===== src/logic/sd_cmd_pkg.sv =====
// Constants, types and decode functions of the card command issuer
//
// Behaviour
// [RULE1] After the prefix command the card reads the next command as application-specific.
// [RULE2] Application commands share the standard frame; only the preceding prefix marks them.
// [RULE3] A prefixed index without application meaning runs as the standard command.
// [RULE4] Host sends prefix then command; both responses must show the application status bit.
// [RULE5] A non-application command after the prefix runs normally and clears the status bit.
// [RULE6] Illegal prefixed commands get the same error handling as standard illegal ones; the issuer refuses reserved indices only in unprefixed requests.
// [RULE7] General data command moves one block; argument bit 0 gives direction.
// [RULE8] General data command needs a selected card, set block length; busy response follows.
// [RULE9] Block count command: argument bits 31..16 zero, count in bits 15..0.
// [RULE10] Single block write takes exactly one block at the set length.
// [RULE11] Multi block write runs until stop command or preset count.
// [RULE12] Identifier programming is accepted once per card only.
// [RULE13] Specific data programming updates only the programmable bits.
// [RULE14] Set-protect marks the group holding the address; busy response.
// [RULE15] Clear-protect clears the group holding the address; busy response.
// [RULE16] Protect query returns group protect bits as data, normal response.
// [RULE17] Erase start records the first erase group address.
// [RULE18] Erase end records the last erase group address.
// [RULE19] Erase command erases the recorded range.
// [RULE20] Reserved command indices are never issued; the issuer blocks them only in requests without the prefix.
// [RULE21] Each command frame is 48 bits: start, direction, index, argument, CRC7, end.
// [RULE22] The application command follows the prefix response with nothing in between.
package sd_cmd_pkg;

  // ----------------------------------------------------------------
  // Timing
  // ----------------------------------------------------------------
  localparam int CLK_HZ      = 20_000_000;
  localparam int CARD_CLK_HZ = 5_000_000;
  localparam int HALF_DIV    = CLK_HZ / (2 * CARD_CLK_HZ);
  localparam int BIT_CYC     = 2 * HALF_DIV;
  localparam logic [1:0]  HALF_LAST = 2'(HALF_DIV - 1);
  localparam logic [15:0] NCR_MAX   = 16'h0040;
  localparam logic [15:0] BUSY_MAX  = 16'hFFFF;

  // ----------------------------------------------------------------
  // Frame layout
  // ----------------------------------------------------------------
  localparam logic [5:0] FRAME_BITS     = 6'h30;
  localparam logic [5:0] RSP_LAST       = 6'h2F;
  localparam int         RSP_ARG_LO     = 8;
  localparam int         RSP_ARG_HI     = 39;
  localparam int         APP_STATUS_BIT = 5;

  // ----------------------------------------------------------------
  // Command indices
  // ----------------------------------------------------------------
  localparam logic [5:0] CMD_GO_IDLE      = 6'h00;
  localparam logic [5:0] CMD_SELECT       = 6'h07;
  localparam logic [5:0] CMD_STOP         = 6'h0C;
  localparam logic [5:0] CMD_SET_BLKLEN   = 6'h10;
  localparam logic [5:0] CMD_READ_SINGLE  = 6'h11;
  localparam logic [5:0] CMD_READ_MULTI   = 6'h12;
  localparam logic [5:0] CMD_SET_BLKCNT   = 6'h17;
  localparam logic [5:0] CMD_WRITE_SINGLE = 6'h18;
  localparam logic [5:0] CMD_WRITE_MULTI  = 6'h19;
  localparam logic [5:0] CMD_PROG_ID      = 6'h1A;
  localparam logic [5:0] CMD_PROG_SPEC    = 6'h1B;
  localparam logic [5:0] CMD_SET_WP       = 6'h1C;
  localparam logic [5:0] CMD_CLR_WP       = 6'h1D;
  localparam logic [5:0] CMD_QUERY_WP     = 6'h1E;
  localparam logic [5:0] CMD_ERASE        = 6'h26;
  localparam logic [5:0] CMD_APP_PREFIX   = 6'h37;
  localparam logic [5:0] CMD_GEN_DATA     = 6'h38;

  // ----------------------------------------------------------------
  // Result codes
  // ----------------------------------------------------------------
  localparam logic [2:0] ERR_OK      = 3'h0;
  localparam logic [2:0] ERR_REFUSED = 3'h1;
  localparam logic [2:0] ERR_NO_RSP  = 3'h2;
  localparam logic [2:0] ERR_NO_APP  = 3'h3;
  localparam logic [2:0] ERR_BUSY_TO = 3'h4;

  // ----------------------------------------------------------------
  // State
  // ----------------------------------------------------------------
  typedef enum logic [2:0] {PH_IDLE, PH_SEND, PH_WAIT, PH_RECV, PH_BUSY} phase_t;

  typedef struct packed {
    phase_t      phase;
    logic [1:0]  div;
    logic        sd_clk;
    logic [47:0] shift;
    logic [5:0]  bits;
    logic [15:0] timer;
    logic [5:0]  idx;
    logic [31:0] arg;
    logic        app;
    logic        prefix;
    logic        cmd_out;
    logic        cmd_oe_n;
    logic        ready;
    logic        done;
    logic [2:0]  err;
    logic [31:0] status;
    logic        app_ok;
    logic        selected;
    logic        blklen_set;
    logic        xfer_start;
    logic        xfer_dir;
  } state_t;

  localparam state_t STATE_RESET = '{phase: PH_IDLE, cmd_out: 1'b1, cmd_oe_n: 1'b1, ready: 1'b1, default: '0};

  // ----------------------------------------------------------------
  // Decode functions
  // ----------------------------------------------------------------
  function automatic logic is_reserved(input logic [5:0] idx);
    return idx inside {6'h1F, [6'h20:6'h22], 6'h25, 6'h29, [6'h2B:6'h36], [6'h39:6'h3F]};
  endfunction

  function automatic logic needs_busy(input logic [5:0] idx);
    return idx inside {CMD_SELECT, CMD_STOP, CMD_SET_WP, CMD_CLR_WP, CMD_ERASE, CMD_GEN_DATA};
  endfunction

  function automatic logic is_data(input logic [5:0] idx);
    return idx inside {CMD_READ_SINGLE, CMD_READ_MULTI, CMD_WRITE_SINGLE, CMD_WRITE_MULTI,
                       CMD_PROG_ID, CMD_PROG_SPEC, CMD_QUERY_WP, CMD_GEN_DATA};
  endfunction

  function automatic logic is_read(input logic [5:0] idx);
    return idx inside {CMD_READ_SINGLE, CMD_READ_MULTI, CMD_QUERY_WP};
  endfunction

  function automatic logic [6:0] crc7(input logic [39:0] d);
    logic [6:0] c;
    logic       fb;
    c = 7'h00;
    for (int i = 39; i >= 0; i--)
    begin
      fb = d[i] ^ c[6];
      c  = {c[5:0], 1'b0};
      if (fb)
      begin
        c = c ^ 7'h09;
      end
    end
    return c;
  endfunction

  function automatic logic [47:0] build_frame(input logic [5:0] idx, input logic [31:0] arg);
    return {1'b0, 1'b1, idx, arg, crc7({1'b0, 1'b1, idx, arg}), 1'b1};
  endfunction

endpackage


===== src/logic/sd_cmd_issuer.sv =====
// Host-side command issuer: frames, prefix sequencing, response and busy wait
`timescale 1ns/1ps
`default_nettype none

module sd_cmd_issuer (
  // Clock and reset
  input  wire logic        clock,
  input  wire logic        reset,
  // Command request
  input  wire logic        cmd_valid,
  input  wire logic [5:0]  cmd_index,
  input  wire logic [31:0] cmd_arg,
  input  wire logic        cmd_app,
  input  wire logic [15:0] card_rca,
  output logic             cmd_ready,
  // Command result
  output logic             cmd_done,
  output logic [2:0]       cmd_err,
  output logic [31:0]      card_status,
  output logic             app_accepted,
  output logic             card_selected,
  output logic             xfer_start,
  output logic             xfer_dir,
  // Card link
  output logic             sd_clk,
  output logic             cmd_out,
  output logic             cmd_oe_n,
  input  wire logic        cmd_in,
  input  wire logic        dat0_in
);

  sd_cmd_pkg::state_t st_reg;
  sd_cmd_pkg::state_t st_next;
  logic               half_end;
  logic               drive_en;
  logic               samp_en;
  logic               refused;
  logic [47:0]        full_rsp;

  // ----------------------------------------------------------------
  // Card clock divider: drive on falling, sample on rising edge
  // ----------------------------------------------------------------
  assign half_end = (st_reg.div == sd_cmd_pkg::HALF_LAST);
  assign drive_en = half_end && st_reg.sd_clk;
  assign samp_en  = half_end && !st_reg.sd_clk;
  assign full_rsp = {st_reg.shift[46:0], cmd_in};

  // ----------------------------------------------------------------
  // Request screening
  // ----------------------------------------------------------------
  assign refused = (!cmd_app && sd_cmd_pkg::is_reserved(cmd_index))                                 // see [RULE20]
                || (!cmd_app && cmd_index == sd_cmd_pkg::CMD_SET_BLKCNT && cmd_arg[31:16] != 16'h0000) // see [RULE9]
                || (!cmd_app && cmd_index == sd_cmd_pkg::CMD_GEN_DATA
                    && !(st_reg.selected && st_reg.blklen_set));                                     // see [RULE8]

  // ----------------------------------------------------------------
  // Next state
  // ----------------------------------------------------------------
  always_comb
  begin
    st_next            = st_reg;
    st_next.done       = 1'b0;
    st_next.xfer_start = 1'b0;
    st_next.div        = half_end ? 2'h0 : st_reg.div + 2'h1;
    if (half_end)
    begin
      st_next.sd_clk = ~st_reg.sd_clk;
    end
    case (st_reg.phase)
      sd_cmd_pkg::PH_IDLE:
      begin
        if (cmd_valid)
        begin
          if (refused)
          begin
            st_next.done = 1'b1;
            st_next.err  = sd_cmd_pkg::ERR_REFUSED;
          end
          else
          begin
            st_next.ready  = 1'b0;
            st_next.idx    = cmd_index;
            st_next.arg    = cmd_arg;
            st_next.app    = cmd_app;
            st_next.prefix = cmd_app;
            st_next.bits   = 6'h00;
            st_next.err    = sd_cmd_pkg::ERR_OK;
            st_next.app_ok = 1'b0;
            st_next.phase  = sd_cmd_pkg::PH_SEND;
            // Prefix goes out first when an application command is asked for
            st_next.shift  = cmd_app
                           ? sd_cmd_pkg::build_frame(sd_cmd_pkg::CMD_APP_PREFIX, {card_rca, 16'h0000}) // see [RULE4]
                           : sd_cmd_pkg::build_frame(cmd_index, cmd_arg);                             // see [RULE21]
          end
        end
      end
      sd_cmd_pkg::PH_SEND:
      begin
        if (drive_en)
        begin
          if (st_reg.bits == sd_cmd_pkg::FRAME_BITS)
          begin
            st_next.cmd_oe_n = 1'b1;
            st_next.cmd_out  = 1'b1;
            st_next.timer    = 16'h0000;
            st_next.bits     = 6'h00;
            if (st_reg.idx == sd_cmd_pkg::CMD_GO_IDLE && !st_reg.prefix)
            begin
              st_next.selected   = 1'b0;
              st_next.blklen_set = 1'b0;
              st_next.phase      = sd_cmd_pkg::PH_IDLE;
              st_next.ready      = 1'b1;
              st_next.done       = 1'b1;
            end
            else
            begin
              st_next.phase = sd_cmd_pkg::PH_WAIT;
            end
          end
          else
          begin
            st_next.cmd_out  = st_reg.shift[47];                 // see [RULE21]
            st_next.cmd_oe_n = 1'b0;
            st_next.shift    = {st_reg.shift[46:0], 1'b0};
            st_next.bits     = st_reg.bits + 6'h01;
          end
        end
      end
      sd_cmd_pkg::PH_WAIT:
      begin
        if (samp_en)
        begin
          if (!cmd_in)
          begin
            st_next.phase = sd_cmd_pkg::PH_RECV;
            st_next.bits  = 6'h01;
            st_next.shift = full_rsp;
          end
          else if (st_reg.timer == sd_cmd_pkg::NCR_MAX)
          begin
            st_next.phase = sd_cmd_pkg::PH_IDLE;
            st_next.ready = 1'b1;
            st_next.done  = 1'b1;
            st_next.err   = sd_cmd_pkg::ERR_NO_RSP;
          end
          else
          begin
            st_next.timer = st_reg.timer + 16'h0001;
          end
        end
      end
      sd_cmd_pkg::PH_RECV:
      begin
        if (samp_en)
        begin
          st_next.shift = full_rsp;
          st_next.bits  = st_reg.bits + 6'h01;
          if (st_reg.bits == sd_cmd_pkg::RSP_LAST)
          begin
            st_next.status = full_rsp[sd_cmd_pkg::RSP_ARG_HI:sd_cmd_pkg::RSP_ARG_LO];
            st_next.bits   = 6'h00;
            st_next.timer  = 16'h0000;
            if (st_reg.prefix)
            begin
              if (full_rsp[sd_cmd_pkg::RSP_ARG_LO + sd_cmd_pkg::APP_STATUS_BIT])
              begin
                // Application command goes out straight after the prefix answer
                st_next.prefix = 1'b0;                                            // see [RULE22]
                st_next.shift  = sd_cmd_pkg::build_frame(st_reg.idx, st_reg.arg);
                st_next.phase  = sd_cmd_pkg::PH_SEND;
              end
              else
              begin
                st_next.phase = sd_cmd_pkg::PH_IDLE;                              // see [RULE4]
                st_next.ready = 1'b1;
                st_next.done  = 1'b1;
                st_next.err   = sd_cmd_pkg::ERR_NO_APP;
              end
            end
            else
            begin
              st_next.app_ok = st_reg.app && full_rsp[sd_cmd_pkg::RSP_ARG_LO + sd_cmd_pkg::APP_STATUS_BIT]; // see [RULE4]
              if (!st_reg.app && st_reg.idx == sd_cmd_pkg::CMD_SELECT)
              begin
                st_next.selected = (st_reg.arg[31:16] != 16'h0000);
              end
              if (!st_reg.app && st_reg.idx == sd_cmd_pkg::CMD_SET_BLKLEN)
              begin
                st_next.blklen_set = 1'b1;
              end
              if (sd_cmd_pkg::is_data(st_reg.idx))
              begin
                st_next.xfer_start = 1'b1;
                st_next.xfer_dir   = (st_reg.idx == sd_cmd_pkg::CMD_GEN_DATA)
                                   ? st_reg.arg[0]                              // see [RULE7]
                                   : sd_cmd_pkg::is_read(st_reg.idx);
              end
              if (sd_cmd_pkg::needs_busy(st_reg.idx))
              begin
                st_next.phase = sd_cmd_pkg::PH_BUSY;                            // see [RULE8]
              end
              else
              begin
                st_next.phase = sd_cmd_pkg::PH_IDLE;
                st_next.ready = 1'b1;
                st_next.done  = 1'b1;
              end
            end
          end
        end
      end
      sd_cmd_pkg::PH_BUSY:
      begin
        if (samp_en)
        begin
          if (dat0_in)
          begin
            st_next.phase = sd_cmd_pkg::PH_IDLE;                                // see [RULE8]
            st_next.ready = 1'b1;
            st_next.done  = 1'b1;
          end
          else if (st_reg.timer == sd_cmd_pkg::BUSY_MAX)
          begin
            st_next.phase = sd_cmd_pkg::PH_IDLE;
            st_next.ready = 1'b1;
            st_next.done  = 1'b1;
            st_next.err   = sd_cmd_pkg::ERR_BUSY_TO;
          end
          else
          begin
            st_next.timer = st_reg.timer + 16'h0001;
          end
        end
      end
      default:
      begin
        st_next = sd_cmd_pkg::STATE_RESET;
      end
    endcase
  end

  always_ff @(posedge clock)
  begin
    if (reset)
    begin
      st_reg <= sd_cmd_pkg::STATE_RESET;
    end
    else
    begin
      st_reg <= st_next;
    end
  end

  // ----------------------------------------------------------------
  // Outputs
  // ----------------------------------------------------------------
  assign cmd_ready     = st_reg.ready;
  assign cmd_done      = st_reg.done;
  assign cmd_err       = st_reg.err;
  assign card_status   = st_reg.status;
  assign app_accepted  = st_reg.app_ok;
  assign card_selected = st_reg.selected;
  assign xfer_start    = st_reg.xfer_start;
  assign xfer_dir      = st_reg.xfer_dir;
  assign sd_clk        = st_reg.sd_clk;
  assign cmd_out       = st_reg.cmd_out;
  assign cmd_oe_n      = st_reg.cmd_oe_n;

  // ----------------------------------------------------------------
  // Checks
  // ----------------------------------------------------------------
  localparam int FRAME_CYC = 48 * sd_cmd_pkg::BIT_CYC;
  logic [7:0] low_cnt;

  always_ff @(posedge clock)
  begin
    if (reset || cmd_oe_n)
    begin
      low_cnt <= 8'h00;
    end
    else
    begin
      low_cnt <= low_cnt + 8'h01;
    end
  end
endmodule // sd_cmd_issuer

`default_nettype wire


===== config.mk =====
export PLATFORM = sky130hd
export DESIGN_NAME = sd_cmd_issuer
export DESIGN_NICKNAME = d
export VERILOG_FILES = /design/src/logic/sd_cmd_pkg.sv /design/src/logic/sd_cmd_issuer.sv
export SDC_FILE = /design/constraint.sdc
export NUM_CORES = 1
export LEC_CHECK = 0
export BUFFER_PORTS_ARGS = -buffer_cell sky130_fd_sc_hd__buf_4
export CAP_MARGIN = 5
export CORE_ASPECT_RATIO = 0.7
export CORE_UTILIZATION = 30
export DETAILED_ROUTE_END_ITERATION = 6
export PLACE_DENSITY = 0.52
export SLEW_MARGIN = 10
export SYNTH_ARGS = -nofsm -noshare
export SYNTH_HDL_FRONTEND = slang
export SYNTH_SLANG_ARGS = --single-unit
export TNS_END_PERCENT = 5

===== constraint.sdc =====
create_clock -name clock -period 3.8 [get_ports clock]
set_input_delay 0.57 -clock clock [delete_from_list [all_inputs] [get_ports clock]]
set_output_delay 0.57 -clock clock [all_outputs]
set_load 0.05 [all_outputs]

After elaboration in Yosys (flattened, before gate mapping)
Cells that the tools add are included.

cells by class
  shifts and indexed selects = 0
  multiplexer cells = 611
  order comparisons = 6
  equal/unequal tests = 55
  reduce and logical (&&, ||, !) cells = 52
  divide/modulo/power cells = 0
  bitwise logic cells = 215
  multiply operators = 0
  add/subtract/negate cells = 3

operator list
  kind                                            number
  two-way mux 7 bit                               415
  two-way mux 4 bit                               115
  two-way mux 70 bit                              4
  case mux 54 bit (5 select lines)                1
  NOT 2 bit                                       113
  two-way mux 54 bit                              3
  two-way mux 48 bit                              3
  two-way mux 16 bit                              6
  bitwise XOR 1 bit                               92
  two-way mux 42 bit                              2
  two-way mux 40 bit                              2
  case mux 16 bit (5 select lines)                1
  case mux 39 bit (2 select lines)                1
  == test 6 x 5 -> 1 bit (second input constant)  12
  case mux 32 bit (2 select lines)                1
  two-way mux 3 bit                               16
  two-way mux 46 bit                              1
  inequality test 2 bit (second input constant)   23
  == test 6 bit (second input constant)           7
  two-way mux 5 bit                               8
  nonzero test 16 bit                             2
  case mux 3 bit (5 select lines)                 2
  AND reduction 8 bit                             3
  two-way mux 2 bit                               11
  42 further kinds                                98

word-level totals
  memory bits (read-only) = 0
  latch bits = 0
  register bits after elaboration = 160
  logic and storage cells = 963
  output and inout port bits = 44
  memories = 0
  RAM bits = 0
  input port bits = 60

Logic depth before layout (Yosys ltp)
Gate-level depths: netlist of run 1.

  depth in word-level cells = 271
  gate-level depth with buffers = 12
  mapped depth without buffers = 9

Worst setup path after synthesis of run 1
OpenSTA, ideal clock, no wires.

  path kind = input -> register
  from = in cmd_index[1]
  to = reg st_reg, in the netlist full_rsp[8]
  library setup time = 0.138 ns
  data required time = 3.662 ns
  path buffers = 1
  cell stages on the path = 8
  path slack = 0.850 ns
  arrival = 2.813 ns
  cell sequence = buf_2 -> xnor3_1 -> xor2_1 -> xnor3_1 -> xnor2_1 -> xnor3_1 -> a221oi_1 -> a211oi_1

between the ends
  longest elaborated chain between the ends = 125
  elaborated cells between the ends (all ways) = 187
  classes of those cells = order compare (6); eq/ne (6); mux (134); bitwise (29); reduce/logical (12)

RTL lines
  item                                                    RTL line                                  source
  start: declaration                                      sd_cmd_issuer.sv:11                       input wire logic [5:0] cmd_index,
  bitwise XOR 1 bit                                       sd_cmd_pkg.sv:135                         fb = d[i] ^ c[6];
  two-way mux 4 bit                                       sd_cmd_pkg.sv:137                         if (fb)
  two-way mux 7 bit                                       sd_cmd_issuer.sv:74                       if (refused)
  two-way mux 7 bit                                       sd_cmd_issuer.sv:72                       if (cmd_valid)
  two-way mux 7 bit                                       sd_cmd_issuer.sv:69                       case (st_reg.phase)
  two-way mux 7 bit or two-way mux 4 bit (tied branches)  sd_cmd_issuer.sv:74, sd_cmd_pkg.sv:137
  two-way mux 7 bit (on tied branches)                    sd_cmd_issuer.sv:72, sd_cmd_issuer.sv:74
  two-way mux 7 bit (on tied branches)                    sd_cmd_issuer.sv:69, sd_cmd_issuer.sv:72
  (+109 left out)                                         -
  two-way mux 7 bit                                       sd_cmd_issuer.sv:69
  two-way mux 7 bit                                       sd_cmd_issuer.sv:74
  two-way mux 7 bit                                       sd_cmd_issuer.sv:72
  two-way mux 7 bit                                       sd_cmd_issuer.sv:69
  two-way mux 46 bit                                      sd_cmd_issuer.sv:92                       ? sd_cmd_pkg::build_frame(sd_cmd_pkg::CMD_APP_PREFIX, {card_rca, 16'h0000})
  two-way mux 54 bit                                      sd_cmd_issuer.sv:74
  two-way mux 54 bit                                      sd_cmd_issuer.sv:72
  case mux 54 bit (5 select lines)                        sd_cmd_issuer.sv:69
  end signal: assignment                                  sd_cmd_issuer.sv:246                      st_reg <= sd_cmd_pkg::STATE_RESET;
  end signal: assignment                                  sd_cmd_issuer.sv:250                      st_reg <= st_next;
  end: declaration                                        sd_cmd_issuer.sv:32                       sd_cmd_pkg::state_t st_reg;

Several ways; a longest one is shown, not always the timed one. The select of a mux whose other input is x is not followed.
A chain may end at the register's enable or synchronous reset.

Final worst setup path of run 1
  from = reg st_reg[81] in the netlist's numbering
  to = reg st_reg, in the netlist full_rsp[5]

between the ends
  longest elaborated chain between the ends = 212
  elaborated cells between the ends (all ways) = 252
  classes of those cells = mux (216); bitwise (36)

RTL lines
  item                                                             RTL line              source
  bitwise XOR 1 bit (*)                                            sd_cmd_pkg.sv:135
  two-way mux 4 bit (*)                                            sd_cmd_pkg.sv:137
  two-way mux 7 bit (*)                                            sd_cmd_issuer.sv:165  if (full_rsp[sd_cmd_pkg::RSP_ARG_LO + sd_cmd_pkg::APP_STATUS_BIT])
  two-way mux 7 bit (*)                                            sd_cmd_issuer.sv:163  if (st_reg.prefix)
  two-way mux 7 bit (*)                                            sd_cmd_issuer.sv:158  if (st_reg.bits == sd_cmd_pkg::RSP_LAST)
  two-way mux 7 bit (*)                                            sd_cmd_issuer.sv:154  if (samp_en)
  two-way mux 7 bit (*)                                            sd_cmd_issuer.sv:69
  two-way mux 7 bit (*)                                            sd_cmd_issuer.sv:165
  (+196 left out)                                                  -
  two-way mux 7 bit (*)                                            sd_cmd_issuer.sv:69
  NOT 2 bit (no source line) or bitwise XOR 1 bit (tied branches)  -
  two-way mux 4 bit (*)                                            sd_cmd_pkg.sv:137
  two-way mux 48 bit (*)                                           sd_cmd_issuer.sv:165
  two-way mux 48 bit (*)                                           sd_cmd_issuer.sv:163
  two-way mux 70 bit (*)                                           sd_cmd_issuer.sv:158
  two-way mux 70 bit (*)                                           sd_cmd_issuer.sv:154
  case mux 54 bit (5 select lines) (*)                             sd_cmd_issuer.sv:69

Every way passes the cells marked *; elsewhere a longest branch is shown, timed or not. The select of a mux whose other input is x is not followed.

==> results.ini, run 1 <==
[timing]
fin_skew_ns = 0.0132
fmax_mhz = 305
hold_violations = 0
slew_viol_final = 0
fin_crit_sh_pct = 86.1
tns_ns = 0
max_slew_margin_pct = 40.1
finalSetupViolations = 0
worst_pin_slew_ns = 0.899
min_period_ns = 3.27
rsz0062_at_grt = no

[flow_run]
cap_violations = 0

[synthesis]
synth_area_per_cell_um2 = 8.88
synth-edff-count = 0
synth_top_area_cell = dfxtp_1
yosysUniqueCellTypes = 70
ys_seq_area_share_pct = 31.7
ys_top_cells_by_area = dfxtp_1, xnor3_1, xnor2_1
synth_seq_cells = 160
netlist.area_leader.share_pct = 31.7
synth_top_flop_cell = dfxtp_1
syn_nets = 1202
synth_area_mm2 = 0.0101
yosysWarnings = 0
synth_async_sr_flop_share_pct = 0
netlist_instances = 1137

[cts]
clk_path_buf_depth = 2
clkSinkCount = 160
post_cts_resized = 0
numCtsBuffers = 17
cts_hold_buf = 0
cts.root.buffer_cell = clkbuf_16
tritoncts = yes
clk_latency_ns = 0.45
htreeDepth = 4
post_cts_buffers = 0
path_clk_slew_ns = 0.07

[grt]
grt_use_total_pct = 19.6
grt_antenna_before_repair = 0
grt_max_degree = 72
grt_pass1_wl_mm = 51.3
grt.busiest_layer = met1
grtUsageMet1_pct = 30.2
grt_pass1_vias = 8107
gr-total-overflow = 0
use_met2_pct = 25.3
use_met3_pct = 6.87

[critical_path]
slowest_delay_ns = 0.62
crit_top_cell = xnor2_1
critPathCaptureType = flip-flop
timing.critical_path.cells = xnor2_1 > xnor2_1 > xor3_1 > xnor2_1 > xnor3_1 > a221oi_1 > a221oi_1
crit_slowest_cell = dfxtp_1
crit_fanout = 12
arrival_ns = 3.58
crit_type = flip-flop to flip-flop
cp.required_ns = 4.11
cp-start-kind = flip-flop

[cells_and_area]
area_growth_pct = 15.5
n_fill_cell = 3302
largest_reg_flops = 69
n_antenna_cell = 0
fin_util_pct = 35.7
final_nets = 1224
final_common_cell = dfxtp_1
final_cell_mix = dfxtp_1, nor2_1, buf_4
layout-drive-gt1-share_pct = 15.8

[placement]
place_congestion = 0.920
dp_hpwl_mm = 24.1
port-buffer-count = 103

[floorplan]
design.die.area_mm2 = 0.0344
core-area_mm2 = 0.0327
row_count = 55
initial_utilization_pct = 30.9
ioPinCount = 104
die-height_um = 155
die_w_um = 221

[routing]
antenna_left = 0
viasPerCell = 5.49
first_pass_iters = 7
wl_per_cell_um = 21.0
drtIter0Drc = 943
vias = 8780
wl_mm = 33.6
drc = 7

[power_and_ir_drop]
peakVddDrop_mv = 0.476
powerDensity_mw_per_mm2 = 815
leakagePower_nw = 4.57

[outcome]
status = complete, but fails checks
violations = DRC

[hold_path]
hp-class = input port to flip-flop

## critical path, delay by kind of cell, from the launching register on
| family | cells | cell delay, ns |
|---|---|---|
| flops | 1 | 0.62 |
| xor+xnor | 5 | 2.08 |
| compound gates | 2 | 0.42 |
## report_power, final
part / leakage, nW / internal (mW) / switching [mW]
clock: 0.298 / 1.07 / 0.759
combinational: 2.97 / 2.58 / 2.77
sequential: 1.30 / 1.99 / 0.334
## routing by layer
| metal | vias to the layer above | share of wire [%] |
|---|---|---|
| li1 | 4189 | - |
| met1 | 4237 | 51 |
| met2 | 334 | 39 |
| met3 | 20 | 9.6 |
| met4 | 0 | 0.81 |
| met5 | - | 0 |
## cell usage after synthesis, types with 31 or more instances
master    count
nor2_1      132
a222oi_1     32
clkbuf_1     75
dfxtp_1     160
xnor2_1      66
a22oi_1      32
buf_4        35
nand2_1      80
xor2_1       31
xnor3_1      46
nand3_1      58
a21oi_1      74
a211oi_1     43
## logic make-up after synthesis
logic type	Yosys count	share of synthesized area (%)
AOI/OAI and AO/OA	269	19.1
and+or+nand+nor	382	18.0
DFF	160	31.7
adders and majority gates	5	0.620
xor gates and xnor gates	154	21.3
muxes	23	2.49
buffers and inverters	144	6.75
## through the flow
step	setup slack (ns)	cell area, um^2	power [mW]	instances	hold WS [ns]
4_1_cts	0.532	11700	9.50	1598	0.383
3_3_place_gp	0.614	11100	7.64	1567	0.413
5_1_grt	0.324	11700	10.0	1598	0.397
3_5_place_dp	0.569	11100	7.63	1567	0.427
6_report	0.526	11700	9.50	1598	0.410
2_1_floorplan	0.850	10100	6.32	1137	0.404
## final timing paths
path,startpoint,to,slack [ns],cells past startpoint
setup / recovery,st_reg[81],full_rsp[5],0.53,7
hold reg to reg,st_reg[155],st_reg[155],0.43,1
setup reg to reg,st_reg[81],full_rsp[5],0.53,7
hold / removal,cmd_arg[17],st_reg[63],0.41,3
## layout make-up
cell class / instances / area (um^2) / share of cell area (%)
timing repair buffer: 130 / 1010 / 8.69
sequential: 160 / 3200 / 27.5
tap: 427 / 534 / 4.58
clock buffer: 20 / 457 / 3.92
inverter: 17 / 63.8 / 0.547
clock inverter: 11 / 151 / 1.30
multi-input combinational: 833 / 6240 / 53.5
(Power assumes the default switching activity.)
==> run 2: changes to the inputs <==
--- a/config.mk
+++ b/config.mk
@@ -7,10 +7,12 @@
 export LEC_CHECK = 0
 export BUFFER_PORTS_ARGS = -buffer_cell sky130_fd_sc_hd__buf_4
 export CAP_MARGIN = 5
+export CELL_PAD_IN_SITES_DETAIL_PLACEMENT = 0
+export CELL_PAD_IN_SITES_GLOBAL_PLACEMENT = 2
 export CORE_ASPECT_RATIO = 0.7
 export CORE_UTILIZATION = 30
 export DETAILED_ROUTE_END_ITERATION = 6
-export PLACE_DENSITY = 0.52
+export PLACE_DENSITY = 0.74
 export SLEW_MARGIN = 10
 export SYNTH_ARGS = -nofsm -noshare
 export SYNTH_HDL_FRONTEND = slang
==> constraint.sdc (replaced) <==
create_clock -name clock -period 4.2 [get_ports clock]
set_input_delay 0.63 -clock clock [delete_from_list [all_inputs] [get_ports clock]]
set_output_delay 0.63 -clock clock [all_outputs]
set_load 0.05 [all_outputs]
==> results.ini, run 2 (synthesis gave the netlist of run 1 again) <==
[routing]
vias = 8829  ; +0.56%
wl_per_cell_um = 21.4  ; +1.8%
wl_mm = 34.1  ; +1.7%
viasPerCell = 5.54  ; +0.75%
first_pass_iters = 7  ; unchanged
drtIter0Drc = 1074  ; +14%
drc = 4  ; -3
antenna_left = 0  ; unchanged

[grt]
grt_pass1_vias = 8087  ; -0.25%
grt_antenna_before_repair = 0  ; unchanged
grt_max_degree = 85  ; +18%
grt_pass1_wl_mm = 52.4  ; +2.2%
gr-total-overflow = 0  ; unchanged
grt_use_total_pct = 20.0  ; +0.48 points

[timing]
min_period_ns = 3.19  ; -0.0878 ns
rsz0062_at_grt = no
max_slew_margin_pct = 41.4  ; +1.3 points
finalSetupViolations = 0  ; unchanged
fmax_mhz = 314  ; +2.8%
fin_skew_ns = 0.0127  ; -0.000560 ns
slew_viol_final = 0  ; unchanged
hold_violations = 0  ; unchanged
fin_crit_sh_pct = 75.9  ; -10 points
tns_ns = 0  ; unchanged
worst_pin_slew_ns = 0.870  ; -0.0290 ns

[critical_path]
cp-start-kind = flip-flop
reg2regPathDepth = 7  ; unchanged
r2r_start = st_reg[83]
cp.required_ns = 4.59  ; +0.48 ns
crit_fanout = 13  ; +1
r2r_slack_ns = 1.01  ; +0.49 ns
crit_top_cell = xnor3_1
timing.critical_path.cells = xor3_1 > xnor3_1 > xnor3_1 > xnor3_1 > o21a_1 > a2111o_1 > o211ai_2
arrival_ns = 3.57  ; about the same
crit_slowest_cell = dfxtp_1
crit_type = flip-flop to flip-flop
slowest_delay_ns = 0.59  ; -0.03 ns
critPathCaptureType = flip-flop
r2r_end = full_rsp[4]

[hold_path]
hp-start = st_reg[155]
worst_hold_path.endpoint = st_reg[155]
hp-class = flip-flop to flip-flop
hold_depth = 1  ; -2

[cells_and_area]
area_growth_pct = 14.6
final_common_cell = dfxtp_1
layout-drive-gt1-share_pct = 15.6  ; -0.22 points
finalNonFillerCells = 1595  ; -0.19%
final_cell_mix = dfxtp_1, nor2_1, buf_4
largest_reg_flops = 69  ; unchanged
n_antenna_cell = 0  ; unchanged
final_nets = 1220  ; -0.33%

[cts]
cts.root.buffer_cell = clkbuf_16
path_clk_slew_ns = 0.07  ; about the same
post_cts_resized = 0  ; unchanged
clk_path_buf_depth = 2  ; unchanged
tritoncts = yes
post_cts_buffers = 0  ; unchanged
cts_hold_buf = 0  ; unchanged
numCtsBuffers = 17  ; unchanged
clkSinkCount = 160  ; unchanged
htreeDepth = 4  ; unchanged
clk_latency_ns = 0.46  ; about the same

[power_and_ir_drop]
leakagePower_nw = 4.50  ; -1.5%
switching_power_mw = 3.68  ; -4.7%
p_clk_share_pct = 17.5  ; -1.8 points
power_frac_comb_pct = 57.3  ; +1.0 points
seqPwrFrac_pct = 25.2  ; +0.7 points
peakVddDrop_mv = 0.382  ; -20%
powerDensity_mw_per_mm2 = 740  ; -9.1%
p_total_mw = 8.56  ; -9.9%
p_int_mw = 4.88  ; -13%
swShare_pct = 42.9  ; +2.3 points

[floorplan]
design.die.area_mm2 = 0.0344  ; unchanged
ioPinCount = 104  ; unchanged
initial_utilization_pct = 30.9  ; unchanged
die-height_um = 155  ; unchanged
die_w_um = 221  ; unchanged
row_count = 55  ; unchanged
core-area_mm2 = 0.0327  ; unchanged

[flow_run]
cap_violations = 0  ; unchanged

[placement]
place_congestion = 0.851  ; -7.5%
placed_cells = 1563  ; -0.26%
dp_hpwl_mm = 24.8  ; +2.8%
port-buffer-count = 103  ; unchanged

[outcome]
violations = DRC
status = complete, but fails checks

## run 2: worst max-delay path by stage
stage | cells after the start | start | to | slack, ns
6_report | 7 | st_reg[83] | full_rsp[4] | 1.01
5_1_grt | 8 | st_reg[158] | st_reg[95] | 0.79
4_1_cts | 7 | st_reg[83] | full_rsp[4] | 1.02
3_5_place_dp | 8 | cmd_arg[16] | st_reg[157] | 0.65
3_3_place_gp | 8 | cmd_arg[17] | st_reg[157] | 0.72
2_1_floorplan | 8 | cmd_index[1] | full_rsp[8] | 1.19
## run 2: worst max-delay path: cells and delay by family (launching register included)
family,cells,cell delay (ns)
compound gates,3,0.74
xor+xnor,4,1.76
flops,1,0.59
## run 2: metal layers
| layer | vias up | wire length (um) | GRT usage, % |
|---|---|---|---|
| met5 | - | 0 | 0 |
| met4 | 0 | 208 | 4.16 |
| met3 | 18 | 2600 | 4.68 |
| met2 | 319 | 12800 | 24.9 |
| met1 | 4313 | 18600 | 33.0 |
| li1 | 4179 | - | - |
## run 2: power by group through the flow
stage | combinational [mW] | sequential (mW) | clock, mW
5_1_grt | 5.21 | 2.20 | 1.61
2_1_floorplan | 3.71 | 2.01 | 0
4_1_cts | 4.86 | 2.14 | 1.55
6_report | 4.91 | 2.16 | 1.50
3_3_place_gp | 4.85 | 2.18 | 0
3_5_place_dp | 4.84 | 2.18 | 0
## run 2: stage by stage
stage                     worst slack (ns)  cell area [um^2]  util (%)  hold WS, ns
after floorplan                       1.19             10100         -        0.404
after global placement               0.723             11000      33.7        0.417
after detailed placement             0.649             11000      33.7        0.424
after CTS                             1.02             11600      35.4        0.429
after global routing                 0.788             11600      35.4        0.458
final                                 1.01             11600      35.4        0.434
## run 2: area by class of cell
type                    count  area [um^2]
clock inverters            14          124
repair buffers            126          971
clock buffers              18          429
fillers                  3353        21100
flip-flops and latches    160         3200
well taps                 427          534
multi-input cells         833         6240
inverters                  17         63.8
==> run 3: changes to the inputs <==
==> constraint.sdc (replaced) <==
create_clock -name clock -period 3.1 [get_ports clock]
set_input_delay 0.465 -clock clock [delete_from_list [all_inputs] [get_ports clock]]
set_output_delay 0.465 -clock clock [all_outputs]
set_load 0.05 [all_outputs]
==> results.ini, run 3 (synthesis gave the netlist of run 1 again) <==
[critical_path]
cp_top_family = XOR/XNOR gates
reg2regPathDepth = 7  ; unchanged
crit_top_cell = xnor3_1
r2r_slack_ns = 0.16  ; -0.85 ns
slowest_delay_ns = 0.54  ; -0.05 ns
path_buf_inv = 0  ; unchanged
timing.critical_path.cells = xor3_1 > xnor3_1 > xnor3_1 > xnor3_1 > o21a_1 > a2111o_1 > o211ai_2
r2r_start = st_reg[83]
r2r_end = full_rsp[4]
cp.required_ns = 3.47  ; -1.12 ns
critPathCaptureType = flip-flop
arrival_ns = 3.31  ; -0.26 ns
cp-start-kind = flip-flop
crit_slowest_cell = xnor3_1
crit_fanout = 2  ; -11
crit_type = flip-flop to flip-flop

[power_and_ir_drop]
p_total_mw = 12.1  ; +42%
powerDensity_mw_per_mm2 = 1010  ; +36%
swShare_pct = 40.6  ; -2.3 points
seqPwrFrac_pct = 23.4  ; -1.8 points
leakagePower_nw = 4.81  ; +6.8%
p_int_mw = 7.19  ; +47%
p_clk_share_pct = 17.8  ; +0.3 points
power_frac_comb_pct = 58.8  ; +1.5 points
peakVddDrop_mv = 0.674  ; +76%
switching_power_mw = 4.93  ; +34%

[floorplan]
die-height_um = 155  ; unchanged
design.die.area_mm2 = 0.0344  ; unchanged
ioPinCount = 104  ; unchanged
row_count = 55  ; unchanged
die_w_um = 221  ; unchanged
initial_utilization_pct = 30.9  ; unchanged
core-area_mm2 = 0.0327  ; unchanged

[timing]
min_period_ns = 2.94  ; -0.250 ns
tns_ns = 0  ; unchanged
slew_viol_final = 0  ; unchanged
worst_pin_slew_ns = 1.03  ; +0.165 ns
fin_skew_ns = 0.0109  ; -0.00173 ns
rsz0062_at_grt = no
max_slew_margin_pct = 31.0  ; -10 points
hold_slack_ns = 0.313  ; -0.120 ns
hold_violations = 0  ; unchanged
fmax_mhz = 341  ; +8.5%
fin_crit_sh_pct = 94.7  ; +19 points
finalSetupViolations = 0  ; unchanged

[routing]
drc = 5  ; +1
drtIter0Drc = 1153  ; +7.4%
vias = 8969  ; +1.6%
antenna_left = 0  ; unchanged
first_pass_iters = 7  ; unchanged
viasPerCell = 5.43  ; -1.9%
wl_mm = 34.8  ; +1.8%
wl_per_cell_um = 21.1  ; -1.6%

[flow_run]
cap_violations = 0  ; unchanged

[hold_path]
hp-start = cmd_arg[7]
worst_hold_path.endpoint = st_reg[53]
hp-class = input port to flip-flop
hold_depth = 3  ; +2

[placement]
dp_hpwl_mm = 25.4  ; +2.6%
place_congestion = 0.879  ; +3.3%
port-buffer-count = 103  ; unchanged
placed_cells = 1619  ; +3.6%
dpl_cell_area_mm2 = 0.0115  ; +4.2%

[cts]
clk_path_buf_depth = 2  ; unchanged
clkSinkCount = 160  ; unchanged
numCtsBuffers = 17  ; unchanged
post_cts_resized = 0  ; unchanged
cts_hold_buf = 0  ; unchanged
clk_latency_ns = 0.45  ; about the same
post_cts_buffers = 0  ; unchanged
path_clk_slew_ns = 0.07  ; about the same
tritoncts = yes
htreeDepth = 4  ; unchanged
cts.root.buffer_cell = clkbuf_16

[grt]
gr-total-overflow = 0  ; unchanged
grt_antenna_before_repair = 0  ; unchanged
grt_use_total_pct = 20.4  ; +0.40 points
grt_max_degree = 85  ; unchanged
grt_pass1_wl_mm = 53.8  ; +2.8%
grt_pass1_vias = 8334  ; +3.1%

[cells_and_area]
n_antenna_cell = 0  ; unchanged
layout-drive-gt1-share_pct = 19.5  ; +3.9 points
final_cell_mix = buf_4, dfxtp_1, nor2_1
final_common_cell = buf_4
final_area_mm2 = 0.0120  ; +4.2%
finalNonFillerCells = 1651  ; +3.5%
final_nets = 1276  ; +4.6%
largest_reg_flops = 69  ; unchanged
n_fill_cell = 3364  ; +0.33%
area_growth_pct = 19.4

[outcome]
status = complete, but fails checks
violations = DRC

## run 3: cell count changes in the layout (fill, tap and decap cells not counted)
cell | before | now
buf_4 | 124 | 177
buf_12 | 2 | 5
clkinvlp_4 | 5 | 3
bufinv_16 | 0 | 1
clkbuf_1 | 1 | 0
clkbuf_8 | 0 | 1
clkinv_4 | 2 | 3
clkinv_8 | 1 | 0
inv_8 | 0 | 1
## run 3: layout make-up
cell class                 count  area (um^2)  area share [%]
clock buffer                  18          439            3.65
clock inverter                14          143            1.18
inverter                      17         63.8           0.530
multi-input combinational    833         6240            51.8
sequential                   160         3200            26.6
tap                          427          534            4.43
timing repair buffer         182         1430            11.9
## run 3: worst reg2reg max path: stages, from the launching register on
cell and delay (ns):
dfxtp_1 0.34, xor3_1 0.43, xnor3_1 0.54, xnor3_1 0.38
xnor3_1 0.42, o21a_1 0.19, a2111o_1 0.42, o211ai_2 0.14
## run 3: power by group through the flow
stage	Sequential [mW]	Combinational [mW]	Clock (mW)
finish	2.84	7.13	2.15
global route	2.89	7.66	2.27
CTS	2.83	7.11	2.19
floorplan	2.73	5.03	0
detailed placement	2.87	7.07	0
global placement	2.87	7.06	0
## run 3: worst max-delay path by stage
stage | to | slack, ns | from | cells after the start
after global placement | full_rsp[8] | 0.09 | cmd_arg[29] | 8
after CTS | full_rsp[4] | 0.19 | st_reg[83] | 7
after global routing | full_rsp[7] | 0.07 | st_reg[83] | 8
final | full_rsp[4] | 0.16 | st_reg[83] | 7
after floorplan | full_rsp[8] | 0.25 | cmd_index[1] | 8
after detailed placement | full_rsp[8] | 0.06 | cmd_arg[29] | 8
## run 3: through the flow
step | utilization [%] | setup slack (ns)
after detailed placement | 35.1 | 0.0559
after global placement | 35.1 | 0.0854
after floorplan | - | 0.255
after global routing | 36.9 | 0.0695
final | 36.9 | 0.164
after CTS | 36.9 | 0.194
## run 3: routing by layer
metal / vias to the layer above / share of wire [%] / wire, um / GRT usage (%)
met4: 0 / 0.74 / 256 / 3.96
met1: 4279 / 53 / 18500 / 33.6
met2: 387 / 37 / 13000 / 26.3
met5: - / 0 / 0 / 0
li1: 4286 / - / - / -
met3: 17 / 8.5 / 2960 / 3.95
